`src/common/cam_pkg.sv`:
```
// Register map, field layout and encodings of the acceptance mask and interrupt block
package cam_pkg;
  localparam int CAM_NBUF = 15;
  localparam logic [7:0] CAM_ADDR_GMASK_BASE = 8'h00;
  localparam logic [7:0] CAM_ADDR_GMASK_EXT = 8'h04;
  localparam logic [7:0] CAM_ADDR_BMASK_BASE = 8'h08;
  localparam logic [7:0] CAM_ADDR_BMASK_EXT = 8'h0C;
  localparam logic [7:0] CAM_ADDR_INT_ENABLE = 8'h10;
  localparam logic [7:0] CAM_ADDR_INT_PENDING = 8'h14;
  localparam logic [7:0] CAM_ADDR_INT_CLEAR = 8'h18;
  localparam logic [7:0] CAM_ADDR_INT_CODE_EN = 8'h1C;
  localparam logic [7:0] CAM_ADDR_STATUS = 8'h20;
  localparam logic [7:0] CAM_ADDR_ERR_COUNT = 8'h24;
  localparam logic [15:0] CAM_RST_MASK_BASE = 16'h0000;
  localparam logic [15:0] CAM_RST_MASK_EXT = 16'h0000;
  localparam logic [15:0] CAM_RST_INT_ENABLE = 16'h0000;
  localparam logic [15:0] CAM_RST_INT_PENDING = 16'h0000;
  localparam logic [15:0] CAM_RST_INT_CODE_EN = 16'h0000;
  // Bit 15 of the enable, pending, clear and code-enable registers is the error source
  localparam int CAM_ERR_BIT = 15;
  // Acceptance word layout, the two mask halves joined as {base, extension}
  localparam int CAM_W_ID_HI_MSB = 31;
  localparam int CAM_W_ID_HI_LSB = 21;
  localparam int CAM_W_RTR = 20;
  localparam int CAM_W_IDE = 19;
  localparam int CAM_W_ID_LO_MSB = 18;
  localparam int CAM_W_EXTENDED_REMOTE_MASK = 0;
  // Standard frames use only the upper identifier bits, RTR and IDE
  localparam logic [31:0] CAM_STD_USED = 32'hFFF8_0000;
  localparam logic [31:0] CAM_EXT_USED = 32'hFFFF_FFFF;
  // Status register fields
  localparam int CAM_ST_NS_LSB = 8;
  localparam int CAM_ST_IRQ = 4;
  localparam logic [2:0] CAM_NS_NOT_ACTIVE = 3'h0;
  localparam logic [2:0] CAM_NS_ERR_ACTIVE = 3'h2;
  localparam logic [2:0] CAM_NS_ERR_WARNING = 3'h3;
  localparam logic [2:0] CAM_NS_ERR_PASSIVE = 3'h4;
  localparam logic [2:0] CAM_NS_BUS_OFF = 3'h6;
  localparam logic [3:0] CAM_CODE_ERROR = 4'h0;
  // Error counter thresholds and steps
  localparam logic [8:0] CAM_ERR_WARN_LVL = 9'h060;
  localparam logic [8:0] CAM_ERR_PASSIVE_LVL = 9'h080;
  localparam logic [8:0] CAM_ERR_BUSOFF_LVL = 9'h100;
  localparam logic [8:0] CAM_ERR_STEP_BIG = 9'h008;
  localparam logic [8:0] CAM_ERR_STEP_ONE = 9'h001;
endpackage : cam_pkg

```
`src/verilog/cam_mask_irq.sv`:
```
// Acceptance masking, error counters and interrupt bookkeeping with an APB slave
// How it works
// (RQ1) Mask bit 0: identifier bit must equal the stored buffer bit to accept.
// (RQ2) Mask bit 1: bit is don't-care and stored bit takes the received value.
// (RQ3) Global mask is two 16-bit registers used as one 32-bit value.
// (RQ4) Extended frames use all global bits; RTR mask on SRR, EXTENDED_REMOTE_MASK on RTR.
// (RQ5) Standard frames use global bits 28..18 on ID 10..0, plus RTR and IDE.
// (RQ6) Buffer 14 is filtered by a separate 32-bit basic mask, same semantics.
// (RQ7) Extended frames on buffer 14 use all basic bits, mapped like global.
// (RQ8) Standard frames on buffer 14 use basic bits 28..18, RTR and IDE only.
// (RQ9) Lower mask half holds ID mask bits 14..0 at 15..1, EXTENDED_REMOTE_MASK at 0.
// (RQ10) Enable bit 15 lets error counter changes raise an error interrupt.
// (RQ11) Enable bits 14..0 enable buffers 14..0 as interrupt sources.
// (RQ12) Error pending sets on any counter change and holds until cleared.
// (RQ13) A buffer's pending bit sets after its successful transmit or receive.
// (RQ14) Writing 1 to a clear bit clears that pending bit; 0 has no effect.
// (RQ15) Software writes the clear register with whole stores, never read-modify-write.
// (RQ16) Code enable bits choose which pending flags may form the status code.
// (RQ17) Node state codes: 000 off, 010 active, 011 warning, 10X passive, 11X bus off.
// (RQ18) Status flag and code name the highest pending, code-enabled source.
// (RQ19) Flag 0 when none; code 0000 is error, 0001..1111 are buffers 0..14.
// (RQ20) Receive and transmit error counters are kept and readable.
// (RQ21) Interrupt output is high while any enabled source is pending.
// (RQ22) Error source wins, then buffers in ascending number order.
module cam_mask_irq
  import cam_pkg::*;
(
  input wire logic pclk,
  input wire logic presetn,
  input wire logic psel,
  input wire logic penable,
  input wire logic pwrite,
  input wire logic [31:0] paddr,
  input wire logic [31:0] pwdata,
  output logic [31:0] prdata,
  output logic pready,
  output logic pslverr,
  input wire logic node_enable,
  input wire logic match_req,
  input wire logic match_use_basic,
  input wire logic frame_ide,
  input wire logic [28:0] frame_id,
  input wire logic frame_srr,
  input wire logic frame_rtr,
  input wire logic [31:0] stored_word,
  output logic match_valid,
  output logic match_accept,
  output logic [31:0] match_word,
  input wire logic [14:0] buffer_done,
  input wire logic rx_err_inc_one,
  input wire logic rx_err_inc_big,
  input wire logic rx_err_dec,
  input wire logic tx_err_inc_big,
  input wire logic tx_err_dec,
  input wire logic bus_off_recover,
  output logic can_irq
);

  logic [15:0] gmask_base_q;
  logic [15:0] gmask_ext_q;
  logic [15:0] bmask_base_q;
  logic [15:0] bmask_ext_q;
  logic [15:0] int_enable_q;
  logic [15:0] int_pending_q;
  logic [15:0] int_code_en_q;
  logic [8:0] rx_err_count_q;
  logic [8:0] tx_err_count_q;
  logic [8:0] rx_err_count_d;
  logic [8:0] tx_err_count_d;
  logic bus_off_q;
  logic [31:0] prdata_q;
  logic pslverr_q;
  logic match_valid_q;
  logic match_accept_q;
  logic [31:0] match_word_q;
  logic wr_en;
  logic rd_setup;
  logic [7:0] addr;
  logic [15:0] clear_bits;
  logic err_change;
  logic [2:0] node_state;
  logic [15:0] code_candidates;
  logic code_irq;
  logic [3:0] code_src;
  logic [31:0] sel_mask;
  logic [31:0] frame_word;
  logic [31:0] used_bits;
  logic [31:0] dont_care;
  logic [31:0] cmp_bits;
  logic [15:0] status_word;

  // Known register offset check, used only for the error answer; the read mux decodes on its own
  function automatic logic cam_mapped(input logic [7:0] a);
    case (a)
      CAM_ADDR_GMASK_BASE, CAM_ADDR_GMASK_EXT, CAM_ADDR_BMASK_BASE, CAM_ADDR_BMASK_EXT,
      CAM_ADDR_INT_ENABLE, CAM_ADDR_INT_PENDING, CAM_ADDR_INT_CLEAR, CAM_ADDR_INT_CODE_EN,
      CAM_ADDR_STATUS, CAM_ADDR_ERR_COUNT: cam_mapped = 1'b1;
      default: cam_mapped = 1'b0;
    endcase
  endfunction : cam_mapped

  // Saturating counter step, never wrapping through zero or past the top
  function automatic logic [8:0] cam_step(input logic [8:0] v, input logic [8:0] up,
                                          input logic down);
    logic [9:0] sum;
    sum = 10'(v) + 10'(up);
    if (up != 9'h000)
    begin
      cam_step = sum[9] ? 9'h1FF : sum[8:0];
    end
    else if (down && (v != 9'h000))
    begin
      cam_step = v - CAM_ERR_STEP_ONE;
    end
    else
    begin
      cam_step = v;
    end
  endfunction : cam_step

  // APB: zero wait states, read data captured in the setup phase
  assign addr = {paddr[7:2], 2'b00};
  assign wr_en = psel && penable && pwrite;
  assign rd_setup = psel && !penable;
  assign pready = 1'b1;
  assign prdata = prdata_q;
  assign pslverr = pslverr_q;
  assign clear_bits = (wr_en && (addr == CAM_ADDR_INT_CLEAR)) ? pwdata[15:0] : 16'h0000; // [RQ14]

  always_ff @(posedge pclk or negedge presetn)
  begin
    if (!presetn)
    begin
      gmask_base_q <= CAM_RST_MASK_BASE;
      gmask_ext_q <= CAM_RST_MASK_EXT;
      bmask_base_q <= CAM_RST_MASK_BASE;
      bmask_ext_q <= CAM_RST_MASK_EXT;
      int_enable_q <= CAM_RST_INT_ENABLE;
      int_code_en_q <= CAM_RST_INT_CODE_EN;
    end
    else if (wr_en)
    begin
      case (addr)
        CAM_ADDR_GMASK_BASE: gmask_base_q <= pwdata[15:0]; // [RQ3]
        CAM_ADDR_GMASK_EXT: gmask_ext_q <= pwdata[15:0]; // [RQ3] [RQ9]
        CAM_ADDR_BMASK_BASE: bmask_base_q <= pwdata[15:0]; // [RQ6]
        CAM_ADDR_BMASK_EXT: bmask_ext_q <= pwdata[15:0]; // [RQ6] [RQ9]
        CAM_ADDR_INT_ENABLE: int_enable_q <= pwdata[15:0]; // [RQ10] [RQ11]
        CAM_ADDR_INT_CODE_EN: int_code_en_q <= pwdata[15:0]; // [RQ16]
        default:
        begin
        end
      endcase
    end
  end

  always_ff @(posedge pclk or negedge presetn)
  begin
    if (!presetn)
    begin
      prdata_q <= 32'h0000_0000;
      pslverr_q <= 1'b0;
    end
    else if (rd_setup)
    begin
      pslverr_q <= !cam_mapped(addr);
      case (addr)
        CAM_ADDR_GMASK_BASE: prdata_q <= {16'h0000, gmask_base_q};
        CAM_ADDR_GMASK_EXT: prdata_q <= {16'h0000, gmask_ext_q}; // [RQ9]
        CAM_ADDR_BMASK_BASE: prdata_q <= {16'h0000, bmask_base_q};
        CAM_ADDR_BMASK_EXT: prdata_q <= {16'h0000, bmask_ext_q}; // [RQ9]
        CAM_ADDR_INT_ENABLE: prdata_q <= {16'h0000, int_enable_q};
        CAM_ADDR_INT_PENDING: prdata_q <= {16'h0000, int_pending_q};
        CAM_ADDR_INT_CODE_EN: prdata_q <= {16'h0000, int_code_en_q};
        CAM_ADDR_STATUS: prdata_q <= {16'h0000, status_word};
        CAM_ADDR_ERR_COUNT: prdata_q <= {16'h0000, tx_err_count_q[7:0], rx_err_count_q[7:0]}; // [RQ20]
        default: prdata_q <= 32'h0000_0000;
      endcase
    end
  end

  // Error counters; the top bit of the transmit count marks the bus-off threshold
  always_comb
  begin
    rx_err_count_d = cam_step(rx_err_count_q,
                              rx_err_inc_big ? CAM_ERR_STEP_BIG :
                              (rx_err_inc_one ? CAM_ERR_STEP_ONE : 9'h000),
                              rx_err_dec);
    tx_err_count_d = cam_step(tx_err_count_q, tx_err_inc_big ? CAM_ERR_STEP_BIG : 9'h000,
                              tx_err_dec);
    if (bus_off_recover)
    begin
      rx_err_count_d = 9'h000;
      tx_err_count_d = 9'h000;
    end
    else if (rx_err_count_d >= CAM_ERR_BUSOFF_LVL)
    begin
      // Receive count stops one below the bus-off level; it never forces bus off
      rx_err_count_d = CAM_ERR_BUSOFF_LVL - CAM_ERR_STEP_ONE;
    end
  end

  assign err_change = (rx_err_count_d != rx_err_count_q) || (tx_err_count_d != tx_err_count_q);

  always_ff @(posedge pclk or negedge presetn)
  begin
    if (!presetn)
    begin
      rx_err_count_q <= 9'h000;
      tx_err_count_q <= 9'h000;
      bus_off_q <= 1'b0;
    end
    else
    begin
      rx_err_count_q <= rx_err_count_d; // [RQ20]
      tx_err_count_q <= tx_err_count_d; // [RQ20]
      if (bus_off_recover)
      begin
        bus_off_q <= 1'b0;
      end
      else if (tx_err_count_d >= CAM_ERR_BUSOFF_LVL)
      begin
        bus_off_q <= 1'b1;
      end
    end
  end

  always_comb
  begin
    if (!node_enable)
    begin
      node_state = CAM_NS_NOT_ACTIVE; // [RQ17]
    end
    else if (bus_off_q)
    begin
      node_state = CAM_NS_BUS_OFF; // [RQ17]
    end
    else if ((rx_err_count_q >= CAM_ERR_PASSIVE_LVL) || (tx_err_count_q >= CAM_ERR_PASSIVE_LVL))
    begin
      node_state = CAM_NS_ERR_PASSIVE; // [RQ17]
    end
    else if ((rx_err_count_q >= CAM_ERR_WARN_LVL) || (tx_err_count_q >= CAM_ERR_WARN_LVL))
    begin
      node_state = CAM_NS_ERR_WARNING; // [RQ17]
    end
    else
    begin
      node_state = CAM_NS_ERR_ACTIVE; // [RQ17]
    end
  end

  // Pending flags: a new event in the clearing cycle keeps its bit set
  always_ff @(posedge pclk or negedge presetn)
  begin
    if (!presetn)
    begin
      int_pending_q <= CAM_RST_INT_PENDING;
    end
    else
    begin
      int_pending_q[CAM_ERR_BIT] <= err_change ||
                                    (int_pending_q[CAM_ERR_BIT] && !clear_bits[CAM_ERR_BIT]); // [RQ12] [RQ14]
      int_pending_q[14:0] <= buffer_done | (int_pending_q[14:0] & ~clear_bits[14:0]); // [RQ13] [RQ14]
    end
  end

  // Error source first, then the lowest numbered buffer
  assign code_candidates = int_pending_q & int_code_en_q; // [RQ16]

  always_comb
  begin
    code_irq = 1'b0;
    code_src = CAM_CODE_ERROR;
    if (code_candidates[CAM_ERR_BIT])
    begin
      code_irq = 1'b1; // [RQ22]
      code_src = CAM_CODE_ERROR; // [RQ19]
    end
    else
    begin
      for (int i = CAM_NBUF - 1; i >= 0; i--)
      begin
        if (code_candidates[i])
        begin
          code_irq = 1'b1; // [RQ18]
          code_src = 4'(i + 1); // [RQ19] [RQ22]
        end
      end
    end
  end

  always_comb
  begin
    status_word = 16'h0000;
    status_word[CAM_ST_NS_LSB +: 3] = node_state;
    status_word[CAM_ST_IRQ] = code_irq; // [RQ18]
    status_word[3:0] = code_src; // [RQ19]
  end

  always_ff @(posedge pclk or negedge presetn)
  begin
    if (!presetn)
    begin
      can_irq <= 1'b0;
    end
    else
    begin
      can_irq <= |(int_pending_q & int_enable_q); // [RQ10] [RQ11] [RQ21]
    end
  end

  // Acceptance: frame is packed into the mask layout and compared bit for bit
  always_comb
  begin
    sel_mask = match_use_basic ? {bmask_base_q, bmask_ext_q} : {gmask_base_q, gmask_ext_q}; // [RQ3] [RQ6]
    frame_word = 32'h0000_0000;
    if (frame_ide)
    begin
      frame_word[CAM_W_ID_HI_MSB:CAM_W_ID_HI_LSB] = frame_id[28:18]; // [RQ4] [RQ7]
      frame_word[CAM_W_RTR] = frame_srr; // [RQ4] [RQ7]
      frame_word[CAM_W_IDE] = 1'b1;
      frame_word[CAM_W_ID_LO_MSB:1] = frame_id[17:0]; // [RQ9]
      frame_word[CAM_W_EXTENDED_REMOTE_MASK] = frame_rtr; // [RQ4] [RQ7]
      used_bits = CAM_EXT_USED; // [RQ4] [RQ7]
    end
    else
    begin
      frame_word[CAM_W_ID_HI_MSB:CAM_W_ID_HI_LSB] = frame_id[10:0]; // [RQ5] [RQ8]
      frame_word[CAM_W_RTR] = frame_rtr;
      frame_word[CAM_W_IDE] = 1'b0;
      used_bits = CAM_STD_USED; // [RQ5] [RQ8]
    end
    dont_care = sel_mask & used_bits; // [RQ2]
    cmp_bits = (frame_word ^ stored_word) & ~sel_mask & used_bits; // [RQ1]
  end

  always_ff @(posedge pclk or negedge presetn)
  begin
    if (!presetn)
    begin
      match_valid_q <= 1'b0;
      match_accept_q <= 1'b0;
      match_word_q <= 32'h0000_0000;
    end
    else
    begin
      match_valid_q <= match_req;
      if (match_req)
      begin
        match_accept_q <= (cmp_bits == 32'h0000_0000); // [RQ1]
        match_word_q <= (stored_word & ~dont_care) | (frame_word & dont_care); // [RQ2]
      end
    end
  end

  assign match_valid = match_valid_q;
  assign match_accept = match_accept_q;
  assign match_word = match_word_q;

endmodule : cam_mask_irq

```
`config.mk`:
```
export PLATFORM = sky130hd
export DESIGN_NAME = cam_mask_irq
export DESIGN_NICKNAME = d
export VERILOG_FILES = /design/src/common/cam_pkg.sv /design/src/verilog/cam_mask_irq.sv
export SDC_FILE = /design/constraint.sdc
export NUM_CORES = 1
export LEC_CHECK = 0
export ABC_AREA = 1
export BUFFER_PORTS_ARGS = -buffer_cell sky130_fd_sc_hd__buf_2
export CAP_MARGIN = 20
export CORE_MARGIN = 3
export CORE_UTILIZATION = 45
export CTS_CLUSTER_DIAMETER = 200
export DETAILED_ROUTE_END_ITERATION = 10
export GPL_TIMING_DRIVEN = 0
export PLACE_DENSITY = 0.79
export SKIP_CTS_REPAIR_TIMING = 1
export SYNTH_ARGS = -nofsm -noshare
export SYNTH_HDL_FRONTEND = slang
export SYNTH_SLANG_ARGS = --single-unit
```
`constraint.sdc`:
```
create_clock -name pclk -period 3 [get_ports pclk]
set_input_delay 0.45 -clock pclk [delete_from_list [all_inputs] [get_ports pclk]]
set_output_delay 0.45 -clock pclk [all_outputs]
set_load 0.02 [all_outputs]
```
==> impl_metrics.json <==
{
  "postSynthCellCount": 1494,
  "final_common_cell": "nand2_1",
  "grt_max_degree": 113,
  "grt_pass1_wl_um": 59630,
  "routed_via_density": 5.685,
  "worst-endpoint-required_ps": 3320,
  "finalCriticalPeriod_ps": 2404,
  "drt-initial-drc-count": 1534,
  "clk_pin_slew_ps": 70,
  "grt_usage_pct": 28.73,
  "final_cells": 2028,
  "hold_start": "match_req",
  "die-width_um": 162.5,
  "finalSetupViolations": 0,
  "r2r_slack_ps": 600,
  "dp_slack_ps": 420.8,
  "clock.fmax_mhz": 416.0,
  "path_cells": "inv_1 -> ha_1 -> nand2_1 -> nor2_1 -> nand2_1 -> nand2_1 -> nand2_2 -> nand2_2 -> nand2_4 -> and2_4 -> nand2_1 -> nand2_1 -> nand2_1 -> nand3_1 -> nor2_1 -> nand3_1",
  "finalWorstSetupSlack_ps": 596.2,
  "rsz0062_at_grt": "no",
  "synth_seq_cells": 183,
  "grt_antenna_before_repair": 0,
  "cpMaxStageDelayCell": "dfrtp_1",
  "critPathLaunchType": "register",
  "ioPinCount": 226,
  "dr.pass1.iters": 6,
  "dpl.hpwl_um": 29620,
  "most-common-layout-cells": "nand2_1 (416), o21ai_0 (195), buf_2 (186)",
  "slew-limit-headroom_pct": 48.60,
  "grt_pass1_vias": 10894,
  "fp.coreArea_sq_um": 23750,
  "final.setup_skew_ps": 10.48,
  "fin_crit_sh_pct": 80.13,
  "wl_per_cell_um": 18.96,
  "dpl_cell_area_sq_um": 12350,
  "dp.cells": 1995,
  "timing.hold.worst.class": "input pin to register",
  "status": "completed",
  "finalHoldViolCount": 0,
  "r2r_cells": 16,
  "drc_errors": 0,
  "worstReg2RegStart": "rx_err_count_q[0]",
  "die_h_um": 162.5,
  "slew_violations": 0,
  "initial_utilization_pct": 46.41,
  "synth.cell_area_sq_um": 11020,
  "rows": 56,
  "r2r_end": "int_pending_q[15]",
  "cts_root_buf": "clkbuf_16",
  "cts_max_level": 4,
  "max_stage_delay_ps": 430,
  "numCtsBuffers": 17,
  "routed_wl_um": 38460,
  "synth.distinct_cells": 55,
  "drive_above_1_share_pct": 17.26,
  "synth_edf_count": 0,
  "p_leak_nw": 6.646,
  "synth_area_leaders": "dfrtp_1 (42%), nand2_1 (14%), o21ai_0 (8.9%)",
  "die_area_sq_um": 26410,
  "crit_family": "simple AND/OR/NAND/NOR gates",
  "cp_num_buf_inv": 1,
  "cp_max_fo": 7,
  "end_kind": "register",
  "insertion_delay_ps": 440,
  "cp.arrival_ps": 2730,
  "worst_pin_slew_ps": 765.2,
  "maxCapViolCount": 0,
  "holdPathEnd": "match_valid",
  "synth_area_per_cell_sq_um": 7.378,
  "ant_nets": 0,
  "synth_seq_area_share_pct": 41.54,
  "final_area_sq_um": 12990,
  "powerDensity_nw_per_um2": 501.1,
  "fin_setup_tns_ps": 0,
  "cts_buffer_depth": 2,
  "crit_top_cell": "nand2_1",
  "port_buffers": 165,
  "path_class": "register to register",
  "antennaDiodeCount": 0,
  "syn_to_final_growth_pct": 17.82,
  "synthFlopType": "dfrtp_1",
  "place_congestion": 1.030,
  "via_count": 11529,
  "synth_top_area_share_pct": 41.54,
  "clock_sinks": 183,
  "yosys_warnings": 0,
  "layout.nets": 1862,
  "synth.largest_area_cell": "dfrtp_1",
  "max-vdd-ir-drop_mv": 0.3293,
  "synth-async-reset-ratio_pct": 100.0,
  "grt_overflow_total": 0,
  "tritoncts": "yes",
  "hold_depth": 1,
  "fillCellCount": 2243
}
==> worst max-delay path by stage <==
stage | start | to | slack (ps) | depth (start not counted)
finish | rx_err_count_q[0] | int_pending_q[15] | 600 | 16
global route | rx_err_count_q[0] | int_pending_q[15] | 360 | 16
CTS | rx_err_count_q[0] | int_pending_q[15] | 590 | 16
detailed placement | rx_err_inc_big | int_pending_q[15] | 420 | 17
global placement | presetn | rx_err_count_q[3] | -1550 | 1
floorplan | rx_err_inc_one | int_pending_q[15] | 830 | 18
==> cell usage after synthesis, types with 2 or more instances <==
| cell | n |
|---|---|
| nor2_1 | 82 |
| nand3_1 | 72 |
| a22oi_1 | 15 |
| dfrtp_1 | 183 |
| a21oi_1 | 38 |
| o41ai_1 | 2 |
| nand3b_1 | 3 |
| inv_2 | 7 |
| o21ai_1 | 4 |
| o31ai_1 | 3 |
| buf_6 | 3 |
| o21ai_0 | 195 |
| o311ai_0 | 9 |
| inv_1 | 177 |
| o2111a_1 | 2 |
| o22a_1 | 6 |
| conb_1 | 2 |
| a21o_1 | 4 |
| buf_4 | 21 |
| nand2_4 | 4 |
| o2111ai_1 | 5 |
| nor4_1 | 3 |
| clkbuf_1 | 32 |
| a31oi_1 | 11 |
| ha_1 | 9 |
| buf_1 | 2 |
| a221oi_1 | 20 |
| xnor2_1 | 3 |
| buf_2 | 22 |
| o21bai_1 | 11 |
| or2_2 | 9 |
| nand2_2 | 14 |
| nand2_1 | 416 |
| o211ai_1 | 5 |
| nor2_2 | 7 |
| nor3_1 | 9 |
| xor2_1 | 19 |
| nand4_1 | 13 |
| o22ai_1 | 26 |
| mux2i_1 | 10 |
| nor2_4 | 2 |
==> cell families (layout without fill, tap and decap cells) <==
kind of cell | Yosys count | count (layout) | synth area share (%)
other cells | 2 | 18 | 0.06813
fa+ha+maj | 9 | 9 | 1.022
simple gates | 643 | 643 | 25.10
compound gates | 361 | 361 | 19.46
mux | 10 | 10 | 0.9081
flops | 183 | 183 | 41.54
xor+xnor | 22 | 22 | 1.748
buf+inv | 264 | 463 | 10.16
==> worst register-to-register path: stages, from the launching register on <==
cell and delay, ps:
dfrtp_1 430, inv_1 260, ha_1 300, nand2_1 130
nor2_1 140, nand2_1 60, nand2_1 70, nand2_2 60
nand2_2 80, nand2_4 60, and2_4 170, nand2_1 90
nand2_1 70, nand2_1 60, nand3_1 110, nor2_1 120
nand3_1 70
==> report_power, final <==
group | internal [mW] | leakage, nW | switching, mW
Combinational | 0.443 | 3.98 | 0.866
Clock | 1.40 | 0.307 | 1.06
Sequential | 2.61 | 2.35 | 0.132
Total | 4.45 | 6.65 | 2.05
==> metrics by stage <==
step | power, mW | utilization [%] | hold WS (ps)
2_1_floorplan | 3.581 | - | 154.4
3_3_place_gp | 4.030 | 51.82 | 458.7
3_5_place_dp | 4.070 | 51.98 | 450.7
4_1_cts | 6.487 | 54.64 | -12.45
5_1_grt | 6.772 | 54.68 | 138.2
6_report | 6.508 | 54.68 | 152.8
==> sequential cells by signal, summed over array words and instances (netlist names) <==
name,cells
int_pending_q,16
bus_off_q,1
pslverr,1
gmask_ext_q,16
gmask_base_q,16
match_valid,1
prdata,16
tx_err_count_q,9
int_enable_q,16
int_code_en_q,16
bmask_base_q,16
match_word,32
can_irq,1
match_accept,1
bmask_ext_q,16
rx_err_count_q,9
==> layout make-up <==
cell class,count,area [sq um],share of cell area (%)
Multi-Input combinational cell,1063,5384,41.45
Buffer,80,429.2,3.304
Clock buffer,21,470.5,3.622
Inverter,184,690.7,5.318
Timing Repair Buffer,167,873.3,6.724
Clock inverter,11,161.4,1.243
Tap cell,319,399.1,3.073
Sequential cell,183,4579,35.26
==> routing by layer <==
layer	share of wire [%]	GRT usage (%)
met2	47	48.74
met4	3.2	9.577
met5	0	0
met3	9.6	5.112
met1	40	37.25
No activity file was read; power rests on OpenSTA's default activity.
